[config.mk]
export PLATFORM = sky130hd
export DESIGN_NAME = tcsirq_top
export DESIGN_NICKNAME = d
export VERILOG_FILES = /design/src/include/tcsirq_pkg.sv /design/src/include/tcsirq_evt_if.sv /design/src/verilog/tcsirq_flags.sv /design/src/verilog/tcsirq_top.sv
export SDC_FILE = /design/constraint.sdc
export NUM_CORES = 1
export LEC_CHECK = 0
export BUFFER_PORTS_ARGS = -buffer_cell sky130_fd_sc_hd__buf_2
export CAP_MARGIN = 25
export CORE_UTILIZATION = 30
export CTS_CLUSTER_DIAMETER = 40
export CTS_CLUSTER_SIZE = 8
export DETAILED_ROUTE_END_ITERATION = 16
export HOLD_SLACK_MARGIN = 0.05
export PLACE_DENSITY_LB_ADDON = 0.2
export SYNTH_ARGS = -nofsm -noshare
export SYNTH_HDL_FRONTEND = slang
export SYNTH_SLANG_ARGS = --single-unit
[constraint.sdc]
create_clock -name clk_sys -period 1.7 [get_ports clk_sys]
set_input_delay 0.34 -clock clk_sys [delete_from_list [all_inputs] [get_ports clk_sys]]
set_output_delay 0.34 -clock clk_sys [all_outputs]
set_load 0.02 [all_outputs]
[src/include/tcsirq_pkg.sv]
// Package with register map, field layout and reset values of the channel status/interrupt block
package tcsirq_pkg;

  // ----------------------------------------
  // Register offsets (byte addresses)
  // ----------------------------------------
  localparam logic [7:0] STATUS_OFF     = 8'h20;
  localparam logic [7:0] EN_SET_OFF     = 8'h24;
  localparam logic [7:0] EN_CLR_OFF     = 8'h28;
  localparam logic [7:0] EN_VIEW_OFF    = 8'h2c;
  localparam logic [7:0] CMP_C_OFF      = 8'h1c;

  // ----------------------------------------
  // Status word field positions
  // ----------------------------------------
  localparam int EVT_COUNT      = 8;
  localparam int OVF_BIT        = 0;
  localparam int OVRUN_BIT      = 1;
  localparam int MATCH_A_BIT    = 2;
  localparam int MATCH_B_BIT    = 3;
  localparam int MATCH_C_BIT    = 4;
  localparam int LOAD_A_BIT     = 5;
  localparam int LOAD_B_BIT     = 6;
  localparam int TRIG_BIT       = 7;
  localparam int CLK_ON_BIT     = 16;
  localparam int LINE_A_BIT     = 17;
  localparam int LINE_B_BIT     = 18;

  // ----------------------------------------
  // Mode select encoding and reset values
  // ----------------------------------------
  localparam logic MODE_CAPTURE  = 1'b0;
  localparam logic MODE_WAVEFORM = 1'b1;
  localparam logic [7:0]  FLAGS_RST  = 8'h00;
  localparam logic [7:0]  ENABLE_RST = 8'h00;
  localparam logic [31:0] RDATA_RST  = 32'h0000_0000;
  localparam logic [15:0] CMP_C_RST  = 16'h0000;

endpackage : tcsirq_pkg

[src/include/tcsirq_evt_if.sv]
// Interface carrying raw event strobes from the top module to the flag keeper
`timescale 1ns/10ps
interface tcsirq_evt_if;
  logic [7:0] evtRaw;
  logic       statusRead;
  logic [7:0] flags;

  modport src
  (
    output evtRaw,
    output statusRead,
    input  flags
  );
  modport keeper
  (
    input  evtRaw,
    input  statusRead,
    output flags
  );
endinterface : tcsirq_evt_if

[src/verilog/tcsirq_flags.sv]
// Sticky event flags, cleared by a status read
`timescale 1ns/10ps
module tcsirq_flags
(
  input wire logic        clk_sys,
  input wire logic        nrst,
  tcsirq_evt_if.keeper    evt
);

  logic [7:0] flags_reg;

  // ----------------------------------------
  // One sticky bit per event; set beats clear
  // ----------------------------------------
  genvar i;
  generate
    for (i = 0; i < tcsirq_pkg::EVT_COUNT; i++)
    begin : g_flag
      always_ff @(posedge clk_sys or negedge nrst)
      begin
        if (!nrst)
          flags_reg[i] <= tcsirq_pkg::FLAGS_RST[i];
        else if (evt.evtRaw[i])
          flags_reg[i] <= 1'b1;
        else if (evt.statusRead)
          flags_reg[i] <= 1'b0;
      end
    end
  endgenerate

  assign evt.flags = flags_reg;

endmodule : tcsirq_flags

[src/verilog/tcsirq_top.sv]
// Timer channel status and interrupt control with register port
//
// Contract
// Overflow sets status bit 0; status read clears it.
// Capture mode: second unread load of A or B sets bit 1.
// Waveform mode: compare A match sets bit 2; read clears.
// Waveform mode: compare B match sets bit 3; read clears.
// Any mode: compare C match sets bit 4; read clears.
// Capture mode: load of capture A sets bit 5; read clears.
// Capture mode: load of capture B sets bit 6; read clears.
// External trigger sets bit 7; read clears.
// Bit 16 shows live counter clock enable, not cleared by read.
// Bit 17 mirrors line A: pin in capture, driven level in waveform.
// Bit 18 mirrors line B: pin in capture, driven level in waveform.
// Enable-set write sets enables where data bits are one.
// Enable-clear write clears enables where data bits are one.
// Enable view read returns the eight current enables.
// Compare C read returns its live value.
// Mode select zero is capture, one is waveform.
// Interrupt high while any enabled flag is set.
// Event in the same cycle as status read keeps its flag.
//
// Local design decisions: the plain strobed port and the register addresses.
`timescale 1ns/10ps
module tcsirq_top
#(
  parameter int CNT_WIDTH = 16
)
(
  input  wire logic                 clk_sys,
  input  wire logic                 nrst,
  input  wire logic [7:0]           regAddr,
  input  wire logic [31:0]          regWdata,
  input  wire logic                 regWrite,
  input  wire logic                 regRead,
  output logic      [31:0]          regRdata,
  output logic                      irq,
  input  wire logic                 modeWave,
  input  wire logic                 ovfPulse,
  input  wire logic                 matchAPulse,
  input  wire logic                 matchBPulse,
  input  wire logic                 matchCPulse,
  input  wire logic                 loadAPulse,
  input  wire logic                 loadBPulse,
  input  wire logic                 readAPulse,
  input  wire logic                 readBPulse,
  input  wire logic                 trigPulse,
  input  wire logic                 counterClockOn,
  input  wire logic                 channelLineAPin,
  input  wire logic                 channelLineBPin,
  input  wire logic                 channelLineADrive,
  input  wire logic                 channelLineBDrive,
  input  wire logic [CNT_WIDTH-1:0] compareRegC
);

  // ----------------------------------------
  // Declarations
  // ----------------------------------------
  tcsirq_evt_if evt ();
  logic [7:0]  enable_reg;
  logic [31:0] rdata_reg;
  logic [31:0] rdata_next;
  logic        pendA_reg;
  logic        pendB_reg;
  logic        captureMode;
  logic        ovrunEvt;
  logic [7:0]  evtRaw;
  logic [31:0] statusWord;

  // Mode decode
  assign captureMode = (modeWave == tcsirq_pkg::MODE_CAPTURE);

  // ----------------------------------------
  // Load overrun tracking
  // ----------------------------------------
  // Capture A holds an unread value
  always_ff @(posedge clk_sys or negedge nrst)
  begin
    if (!nrst)
      pendA_reg <= 1'b0;
    else if (!captureMode)
      pendA_reg <= 1'b0;
    else if (loadAPulse)
      pendA_reg <= 1'b1;
    else if (readAPulse)
      pendA_reg <= 1'b0;
  end

  // Capture B holds an unread value
  always_ff @(posedge clk_sys or negedge nrst)
  begin
    if (!nrst)
      pendB_reg <= 1'b0;
    else if (!captureMode)
      pendB_reg <= 1'b0;
    else if (loadBPulse)
      pendB_reg <= 1'b1;
    else if (readBPulse)
      pendB_reg <= 1'b0;
  end

  // Second load while the previous one is unread
  assign ovrunEvt = captureMode &&
                    ((loadAPulse && pendA_reg) || (loadBPulse && pendB_reg));

  // ----------------------------------------
  // Mode-qualified event strobes
  // ----------------------------------------
  always_comb
  begin
    evtRaw = 8'h00;
    evtRaw[tcsirq_pkg::OVF_BIT]     = ovfPulse;
    evtRaw[tcsirq_pkg::OVRUN_BIT]   = ovrunEvt;
    evtRaw[tcsirq_pkg::MATCH_A_BIT] = matchAPulse && !captureMode;
    evtRaw[tcsirq_pkg::MATCH_B_BIT] = matchBPulse && !captureMode;
    evtRaw[tcsirq_pkg::MATCH_C_BIT] = matchCPulse;
    evtRaw[tcsirq_pkg::LOAD_A_BIT]  = loadAPulse && captureMode;
    evtRaw[tcsirq_pkg::LOAD_B_BIT]  = loadBPulse && captureMode;
    evtRaw[tcsirq_pkg::TRIG_BIT]    = trigPulse;
  end

  assign evt.evtRaw     = evtRaw;
  assign evt.statusRead = regRead && (regAddr == tcsirq_pkg::STATUS_OFF);

  // Sticky flag keeper
  tcsirq_flags u_flags
  (
    .clk_sys (clk_sys),
    .nrst    (nrst),
    .evt     (evt)
  );

  // ----------------------------------------
  // Interrupt enables
  // ----------------------------------------
  // Set, then clear, by written ones
  always_ff @(posedge clk_sys or negedge nrst)
  begin
    if (!nrst)
      enable_reg <= tcsirq_pkg::ENABLE_RST;
    else if (regWrite && regAddr == tcsirq_pkg::EN_SET_OFF)
      enable_reg <= enable_reg | regWdata[7:0];
    else if (regWrite && regAddr == tcsirq_pkg::EN_CLR_OFF)
      enable_reg <= enable_reg & ~regWdata[7:0];
  end

  // Level interrupt from enabled flags
  assign irq = |(evt.flags & enable_reg);

  // ----------------------------------------
  // Status word assembly
  // ----------------------------------------
  always_comb
  begin
    statusWord = 32'h0000_0000;
    statusWord[7:0] = evt.flags;
    statusWord[tcsirq_pkg::CLK_ON_BIT] = counterClockOn;
    statusWord[tcsirq_pkg::LINE_A_BIT] = captureMode ? channelLineAPin : channelLineADrive;
    statusWord[tcsirq_pkg::LINE_B_BIT] = captureMode ? channelLineBPin : channelLineBDrive;
  end

  // ----------------------------------------
  // Read data mux
  // ----------------------------------------
  always_comb
  begin
    rdata_next = 32'h0000_0000;
    if (regRead)
    begin
      unique case (regAddr)
        tcsirq_pkg::STATUS_OFF:  rdata_next = statusWord;
        tcsirq_pkg::EN_VIEW_OFF: rdata_next = {24'h000000, enable_reg};
        tcsirq_pkg::CMP_C_OFF:   rdata_next = 32'(compareRegC);
        default:                 rdata_next = 32'h0000_0000;
      endcase
    end
  end

  // Read data register, valid the cycle after the strobe
  always_ff @(posedge clk_sys or negedge nrst)
  begin
    if (!nrst)
      rdata_reg <= tcsirq_pkg::RDATA_RST;
    else
      rdata_reg <= rdata_next;
  end

  assign regRdata = rdata_reg;

endmodule : tcsirq_top

==> impl_metrics.sql, run 1 <==
INSERT INTO impl_metrics (metric_group, metric, value, unit) VALUES
('outcome', 'result_of_the_run', 'complete, no violations', ''),
('setup_path', 'critical_path.endpoint', 'irq', ''),
('clock_network', 'clk-insertion-delay-late', '0.28', 'ns'),
('clock_network', 'cts_tree', 'built', ''),
('finish', 'finalNetCount', '322', ''),
('sta', 'maxClockFrequency', '0.639', 'GHz'),
('setup_path', 'crit_chain', 'a22oi_1 > nand4_1 > buf_2', ''),
('grt', 'gr-usage-all-layers', '14.9', '%'),
('die', 'fp-row-count', '28', ''),
('power_and_ir_drop', 'power_per_cell_area', '780', 'nW/µm²'),
('finish', 'post-route-util', '40.9', '%'),
('power_and_ir_drop', 'p_leak', '1.25', 'nW'),
('drt', 'drt_first_pass_iters', '4', ''),
('setup_path', 'cp.required', '1.36', 'ns'),
('setup_path', 'worstSetupStartpoint', 'u_flags.evt.flags[6]$_DFFE_PN0P_', ''),
('clock_network', 'post-cts-setup-buffers', '0', ''),
('clock_network', 'cts-hold-fix-buffers', '0', ''),
('flow_run', 'maxCapViolCount', '0', ''),
('power_and_ir_drop', 'power.share.sequential', '47.8', '%'),
('sta', 'post-route-period-util', '92.0', '%'),
('setup_path', 'worstSetupPathType', 'reg2out', ''),
('clock_network', 'clock_path_buffers', '2', ''),
('setup_path', 'setup_slack_of_the_worst_register_to_register_path', '0.62', 'ns'),
('placed_design', 'post-place-cells', '315', ''),
('grt', 'pin_count_of_the_biggest_net_entering_global_routing', '38', ''),
('synth', 'postSynth.asyncResetShare', '100', '%'),
('placed_design', 'portBuffers', '70', ''),
('setup_path', 'critical_path.endpoint_type', 'output pin', ''),
('clock_network', 'cts_made_buffers', '5', ''),
('drt', 'route.final.wire_length', '4.48', 'mm'),
('synth', 'postSynthRegisterBits', '37', ''),
('drt', 'postRouteAntennaNets', '0', ''),
('power_and_ir_drop', 'intPower', '1.47', 'mW'),
('die', 'die_area', '6520', 'µm²'),
('power_and_ir_drop', 'p_clk_share', '39.8', '%'),
('synth', 'postSynthCellCount', '166', ''),
('die', 'core_area', '5960', 'µm²'),
('sta', 'rsz0062_at_grt', 'false', ''),
('finish', 'areaGrowthSynthToFinish', '30.7', '%'),
('synth', 'netlist.area_leader.share', '49.7', '%'),
('power_and_ir_drop', 'power_switching', '429', 'µW'),
('synth', 'synth_enable_flop_cells', '0', ''),
('die', 'ios', '108', ''),
('clock_network', 'cts_sinks', '37', ''),
('drt', 'dr_total_vias', '1559', ''),
('clock_network', 'path_clk_slew', '0.07', 'ns'),
('drt', 'wl_per_cell', '13.9', 'µm'),
('die', 'floorplan.initialDensity', '31.3', '%'),
('setup_path', 'crit_slowest_cell', 'dfrtp_1', ''),
('finish', 'final_cells', '323', ''),
('sta', 'timing.final.max_slew_violations', '0', ''),
('setup_path', 'worst-r2r-cell-count', '3', ''),
('synth', 'synth_cell_types', '33', ''),
('sta', 'hold_slack_final', '0.0925', 'ns'),
('grt', 'number_of_antenna_violations_at_the_first_check_in_global_routing', '0', ''),
('grt', 'first_global_vias', '1558', ''),
('finish', 'drive_above_1_share', '41.1', '%'),
('synth', 'synth_top_cells_by_area', 'dfrtp_1, and3b_1, buf_4', ''),
('synth', 'postSynthAreaPerCell', '11.2', 'µm²'),
('sta', 'clock-skew-final', '0.00469', 'ns'),
('placed_design', 'dp_hpwl', '3.45', 'mm'),
('setup_path', 'worst_path_largest_cell_delay', '0.41', 'ns'),
('power_and_ir_drop', 'power.combinational.fraction', '12.4', '%'),
('sta', 'hold_violations', '0', ''),
('die', 'chipWidth', '80.8', 'µm'),
('drt', 'route.detailed.drc', '0', ''),
('synth', 'synth_flop_cell', 'dfrtp_1', ''),
('worst_hold_path', 'worstHoldPathType', 'in2async', ''),
('setup_path', 'timing.rr.end', 'regRdata[1]$_DFF_PN0_', ''),
('synth', 'netlist_top_cells_count', 'dfrtp_1, and3b_1, buf_4', ''),
('power_and_ir_drop', 'ir_drop', '0.000399', 'V');
area by class of cell:
class	instances	area (µm²)
Fill cell	633	3520
Sequential cell	37	926
Timing Repair Buffer	83	448
Clock buffer	7	86.3
Clock inverter	1	30.0
Tap cell	75	93.8
Inverter	5	18.8
Multi-Input combinational cell	115	831
critical path, delay by kind of cell, from the launching register on:
kind	cells	cell delay, ns
compound gates	1	0.22
flops	1	0.41
simple gates	1	0.14
buf+inv	1	0.18
cell usage in the layout, fill, tap and decap left out, types with 2 or more instances in the layout:
master	netlist	routed
nor2_1	5	5
buf_4	13	13
o211ai_1	8	8
clkbuf_8	0	6
and2_1	9	9
dfrtp_1	37	37
nand4_1	9	9
nor4_2	2	2
inv_1	5	5
a22o_2	4	4
buf_2	3	70
a22o_1	8	8
a21o_2	3	3
mux2i_1	2	2
nand3_1	9	9
conb_1	1	13
and3b_1	16	16
a22oi_1	5	5
a21oi_1	2	2
a211oi_1	8	8
layer usage:
layer	part of all wire (%)	wire, µm	vias up	global-route usage, %
met1	45	2040	745	18.9
met4	0.22	10	0	2.68
met2	49	2190	50	25.3
met5	0	0	-	0
met3	5.5	245	2	4.16
li1	-	-	762	-
worst min path at each step:
| stage | endpoint | slack [ns] | start | cells past startpoint |
|---|---|---|---|---|
| 2_1_floorplan | async pin | 0.04 | nrst | 0 |
| 3_3_place_gp | regRdata[14]$_DFF_PN0_ | 0.41 | nrst | 2 |
| 3_5_place_dp | regRdata[11]$_DFF_PN0_ | 0.41 | nrst | 2 |
| 4_1_cts | regRdata[11]$_DFF_PN0_ | 0.10 | nrst | 2 |
| 5_1_grt | regRdata[14]$_DFF_PN0_ | 0.13 | nrst | 2 |
| 6_report | regRdata[11]$_DFF_PN0_ | 0.09 | nrst | 2 |
stage by stage:
stage | total power [mW] | setup WS [ns] | area, µm² | TNS, ns
after global routing | 1.99 | 0.0835 | 2430 | 0
final | 1.90 | 0.136 | 2430 | 0
after CTS | 1.92 | 0.149 | 2430 | 0
after floorplan | 1.05 | 0.135 | 1910 | 0
after detailed placement | 1.16 | -0.0462 | 2320 | -0.292
after global placement | 1.16 | -0.0276 | 2320 | -0.175
kinds of logic (layout without fill, tap and decap cells):
group	count (synthesis)	count (layout)	synth area share, %
other	1	13	0.201
AO/OA/AOI/OAI	40	40	17.3
XOR/XNOR	1	1	0.471
multiplexers	2	2	1.08
buffers and inverters	26	96	8.06
flip-flops	37	37	49.7
AND/OR/NAND/NOR	59	59	23.2
power by group through the flow:
stage / Clock (mW) / Sequential (mW) / Combinational, mW
floorplan: 0 / 0.918 / 0.133
global placement: 0 / 0.923 / 0.234
detailed placement: 0 / 0.923 / 0.234
CTS: 0.780 / 0.906 / 0.235
global route: 0.817 / 0.908 / 0.260
finish: 0.756 / 0.907 / 0.235
Power figures use the tool's default switching activity.
==> run 2, diff against run 1 <==
--- a/config.mk
+++ b/config.mk
@@ -5,8 +5,10 @@
 export SDC_FILE = /design/constraint.sdc
 export NUM_CORES = 1
 export LEC_CHECK = 0
+export ABC_AREA = 1
 export BUFFER_PORTS_ARGS = -buffer_cell sky130_fd_sc_hd__buf_2
 export CAP_MARGIN = 25
+export CORE_ASPECT_RATIO = 1.4
 export CORE_UTILIZATION = 30
 export CTS_CLUSTER_DIAMETER = 40
 export CTS_CLUSTER_SIZE = 8
==> impl_metrics.sql, run 2 <==
INSERT INTO impl_metrics (metric_group, metric, value, unit) VALUES
('finish', 'finalNetCount', '379', ''),
('setup_path', 'crit_chain', 'a22o_1 > nor2_2 > nand3_2 > buf_6', ''),
('synth', 'yosysTopAreaCell', 'dfrtp_1', ''),
('synth', 'postSynth.asyncResetShare', '100', '%'),
('finish', 'final_cell_mix', 'buf_2, nand2_1, dfrtp_1', ''),
('sta', 'maxClockFrequency', '0.615', 'GHz'),
('placed_design', 'dp_hpwl', '3.24', 'mm'),
('finish', 'areaGrowthSynthToFinish', '27.4', '%'),
('placed_design', 'detailedPlace.worstSlack', '0.196', 'ns'),
('setup_path', 'worstSetupPathType', 'reg2out', ''),
('setup_path', 'critical_path.endpoint_type', 'output pin', ''),
('flow_run', 'maxCapViolCount', '0', ''),
('die', 'ios', '108', ''),
('drt', 'viasPerCell', '4.29', ''),
('synth', 'yosysWarningCount', '0', ''),
('setup_path', 'worst-r2r-cell-count', '4', ''),
('sta', 'clock-skew-final', '0.00395', 'ns'),
('grt', 'first_global_vias', '1495', ''),
('power_and_ir_drop', 'ir_drop', '0.000232', 'V'),
('grt', 'pin_count_of_the_biggest_net_entering_global_routing', '38', ''),
('setup_path', 'arrival', '1.29', 'ns'),
('synth', 'postSynthAreaPerCell', '8.37', 'µm²'),
('finish', 'post-route-cell-area', '2380', 'µm²'),
('grt', 'global_route.peak_usage_layer', 'met2', ''),
('grt', 'gr-usage-all-layers', '13.7', '%'),
('grt', 'globalRouteMet1Util', '15.8', '%'),
('setup_path', 'crit_slowest_cell', 'dfrtp_1', ''),
('setup_path', 'setup_slack_of_the_worst_register_to_register_path', '0.87', 'ns'),
('clock_network', 'cts_sinks', '37', ''),
('finish', 'fillCellCount', '633', ''),
('synth', 'postSynthRegisterBits', '37', ''),
('synth', 'yosysSeqAreaShare', '49.6', '%'),
('sta', 'finalSetupTns', '0', 'ns'),
('synth', 'syn_area', '1870', 'µm²'),
('placed_design', 'portBuffers', '70', ''),
('sta', 'final.min_clock_period', '1.63', 'ns'),
('sta', 'setup_viol_count_final', '0', ''),
('clock_network', 'cts_tree', 'built', ''),
('synth', 'postSynthCellCount', '223', ''),
('clock_network', 'ctsHtreeMaxLevel', '2', ''),
('setup_path', 'critPathMaxFanout', '3', ''),
('synth', 'netlist_top_cells_count', 'nand2_1, dfrtp_1, inv_1', ''),
('synth', 'synth_most_common_cell', 'nand2_1', ''),
('sta', 'final_critical_path_setup_slack', '0.0729', 'ns'),
('synth', 'netlist.area_leader.share', '49.6', '%'),
('die', 'die_area', '6540', 'µm²'),
('worst_hold_path', 'worstHoldPathType', 'in2async', ''),
('drt', 'dr_total_vias', '1599', ''),
('placed_design', 'detailed_place.area', '2280', 'µm²'),
('clock_network', 'root_buffer', 'clkbuf_8', ''),
('finish', 'layout_commonest_cell', 'buf_2', ''),
('sta', 'hold_violations', '0', ''),
('finish', 'insertedDiodeCount', '0', ''),
('power_and_ir_drop', 'power_per_cell_area', '709', 'nW/µm²'),
('sta', 'timing.final.max_slew_violations', '0', ''),
('sta', 'post-route-period-util', '95.7', '%'),
('synth', 'synth_top_cells_by_area', 'dfrtp_1, nand2_1, inv_1', ''),
('die', 'chipWidth', '68.6', 'µm'),
('placed_design', 'gpl.final_weighted_congestion', '0.842', ''),
('setup_path', 'timing.rr.end', 'regRdata[6]$_DFF_PN0_', ''),
('clock_network', 'clk-insertion-delay-late', '0.28', 'ns'),
('finish', 'drive_above_1_share', '34.0', '%'),
('clock_network', 'cts_made_buffers', '5', ''),
('grt', 'number_of_antenna_violations_at_the_first_check_in_global_routing', '0', ''),
('setup_path', 'cp.required', '1.36', 'ns'),
('die', 'floorplan.initialDensity', '31.4', '%'),
('die', 'fp-row-count', '33', ''),
('sta', 'rsz0062_at_grt', 'false', ''),
('drt', 'route.detailed.drc', '0', ''),
('synth', 'synth_cell_types', '24', ''),
('clock_network', 'path_clk_slew', '0.07', 'ns'),
('power_and_ir_drop', 'p_leak', '1.44', 'nW'),
('die', 'core_area', '5950', 'µm²'),
('setup_path', 'r2r_start', 'u_flags.evt.flags[6]$_DFFE_PN0P_', ''),
('grt', 'grt_util_met3', '3.47', '%'),
('synth', 'synth_flop_cell', 'dfrtp_1', ''),
('drt', 'drt-initial-drc-count', '70', ''),
('drt', 'drt_first_pass_iters', '4', ''),
('drt', 'route.final.wire_length', '4.09', 'mm'),
('sta', 'hold_slack_final', '0.0945', 'ns'),
('grt', 'gr-usage-met2', '23.9', '%'),
('grt', 'grt.overflow.total', '0', ''),
('clock_network', 'clock_path_buffers', '2', ''),
('die', 'die-height', '95.3', 'µm'),
('setup_path', 'startpoint_type', 'flop', ''),
('synth', 'synth_enable_flop_cells', '0', ''),
('drt', 'postRouteAntennaNets', '0', ''),
('grt', 'global_route_wire_length_before_repair', '6.55', 'mm'),
('outcome', 'result_of_the_run', 'complete, no violations', ''),
('drt', 'wl_per_cell', '11.0', 'µm'),
('setup_path', 'worst_path_largest_cell_delay', '0.41', 'ns');
==> run 2: cell types whose count changed after synthesis, sizes merged, moves of 5 or more <==
cell and change:
nand4 -9, a22o -9, nand2 +48, o21ai +13
and3b -16, nor2 +29, a22oi -5, inv +29
nand3 +18, a211oi -8, and2 -9, o211ai -8
==> run 2: cell type report <==
type                       count  area (µm²)  area share, %
multi-input combinational    149         752           31.6
clock inverter                 1        5.00          0.211
tap                           70        87.6           3.69
clock buffer                   5        68.8           2.90
inverter                      34         128           5.37
sequential                    37         926           39.0
timing repair buffer          77         409           17.2
==> run 2: cells by family after synthesis <==
group	after synthesis	share of synthesized area (%)
buffers and inverters	49	13.1
other	1	0.201
flip-flops	37	49.6
AO/OA/AOI/OAI	23	7.38
AND/OR/NAND/NOR	113	29.7
==> run 2: routing by layer <==
layer  up-vias  part of all wire (%)
met5         -                     0
met4         0                   1.3
met3         4                   5.4
met2        53                    51
met1       715                    42
li1        827                     -
==> run 2: report_power, final <==
part           leakage [nW]  total, mW  switching [mW]  internal, mW
Sequential            0.471      0.904          0.0101         0.894
Combinational         0.924      0.226           0.136        0.0906
Clock                0.0399      0.554           0.284         0.270
Total                  1.44       1.68           0.430          1.25
==> run 2: how the worst max path moves through the flow <==
| stage | startpoint | end | slack (ns) | depth (start not counted) |
|---|---|---|---|---|
| 4_1_cts | u_flags.evt.flags[3]$_DFFE_PN0P_ | irq | 0.04 | 4 |
| 3_5_place_dp | regAddr[7] | regRdata[6]$_DFF_PN0_ | 0.20 | 10 |
| 5_1_grt | flop | irq | 0.006 | 4 |
| 6_report | u_flags.evt.flags[3]$_DFFE_PN0P_ | irq | 0.07 | 4 |
| 3_3_place_gp | regAddr[7] | regRdata[6]$_DFF_PN0_ | 0.21 | 10 |
| 2_1_floorplan | regAddr[7] | flop | 0.48 | 7 |
==> run 2: critical path, delay by kind of cell, from the launching register on <==
family | cells | cell delay, ns
compound gates | 1 | 0.25
buf+inv | 1 | 0.14
simple gates | 2 | 0.21
flops | 1 | 0.41
==> run 2: per-stage QoR <==
step / cells / power (mW) / utilization [%]
global placement: 366 / 1.13 / 38.3
finish: 373 / 1.68 / 40.0
CTS: 372 / 1.69 / 39.5
detailed placement: 366 / 1.13 / 38.3
floorplan: 235 / 1.05 / -
global route: 373 / 1.77 / 40.0
==> run 2: what timing repair did <==
item                       in CTS  in global routing
setup buffers                   0                  1
resized for setup               0                  5
setup endpoints to repair       0                  1
hold buffers                    0                  0
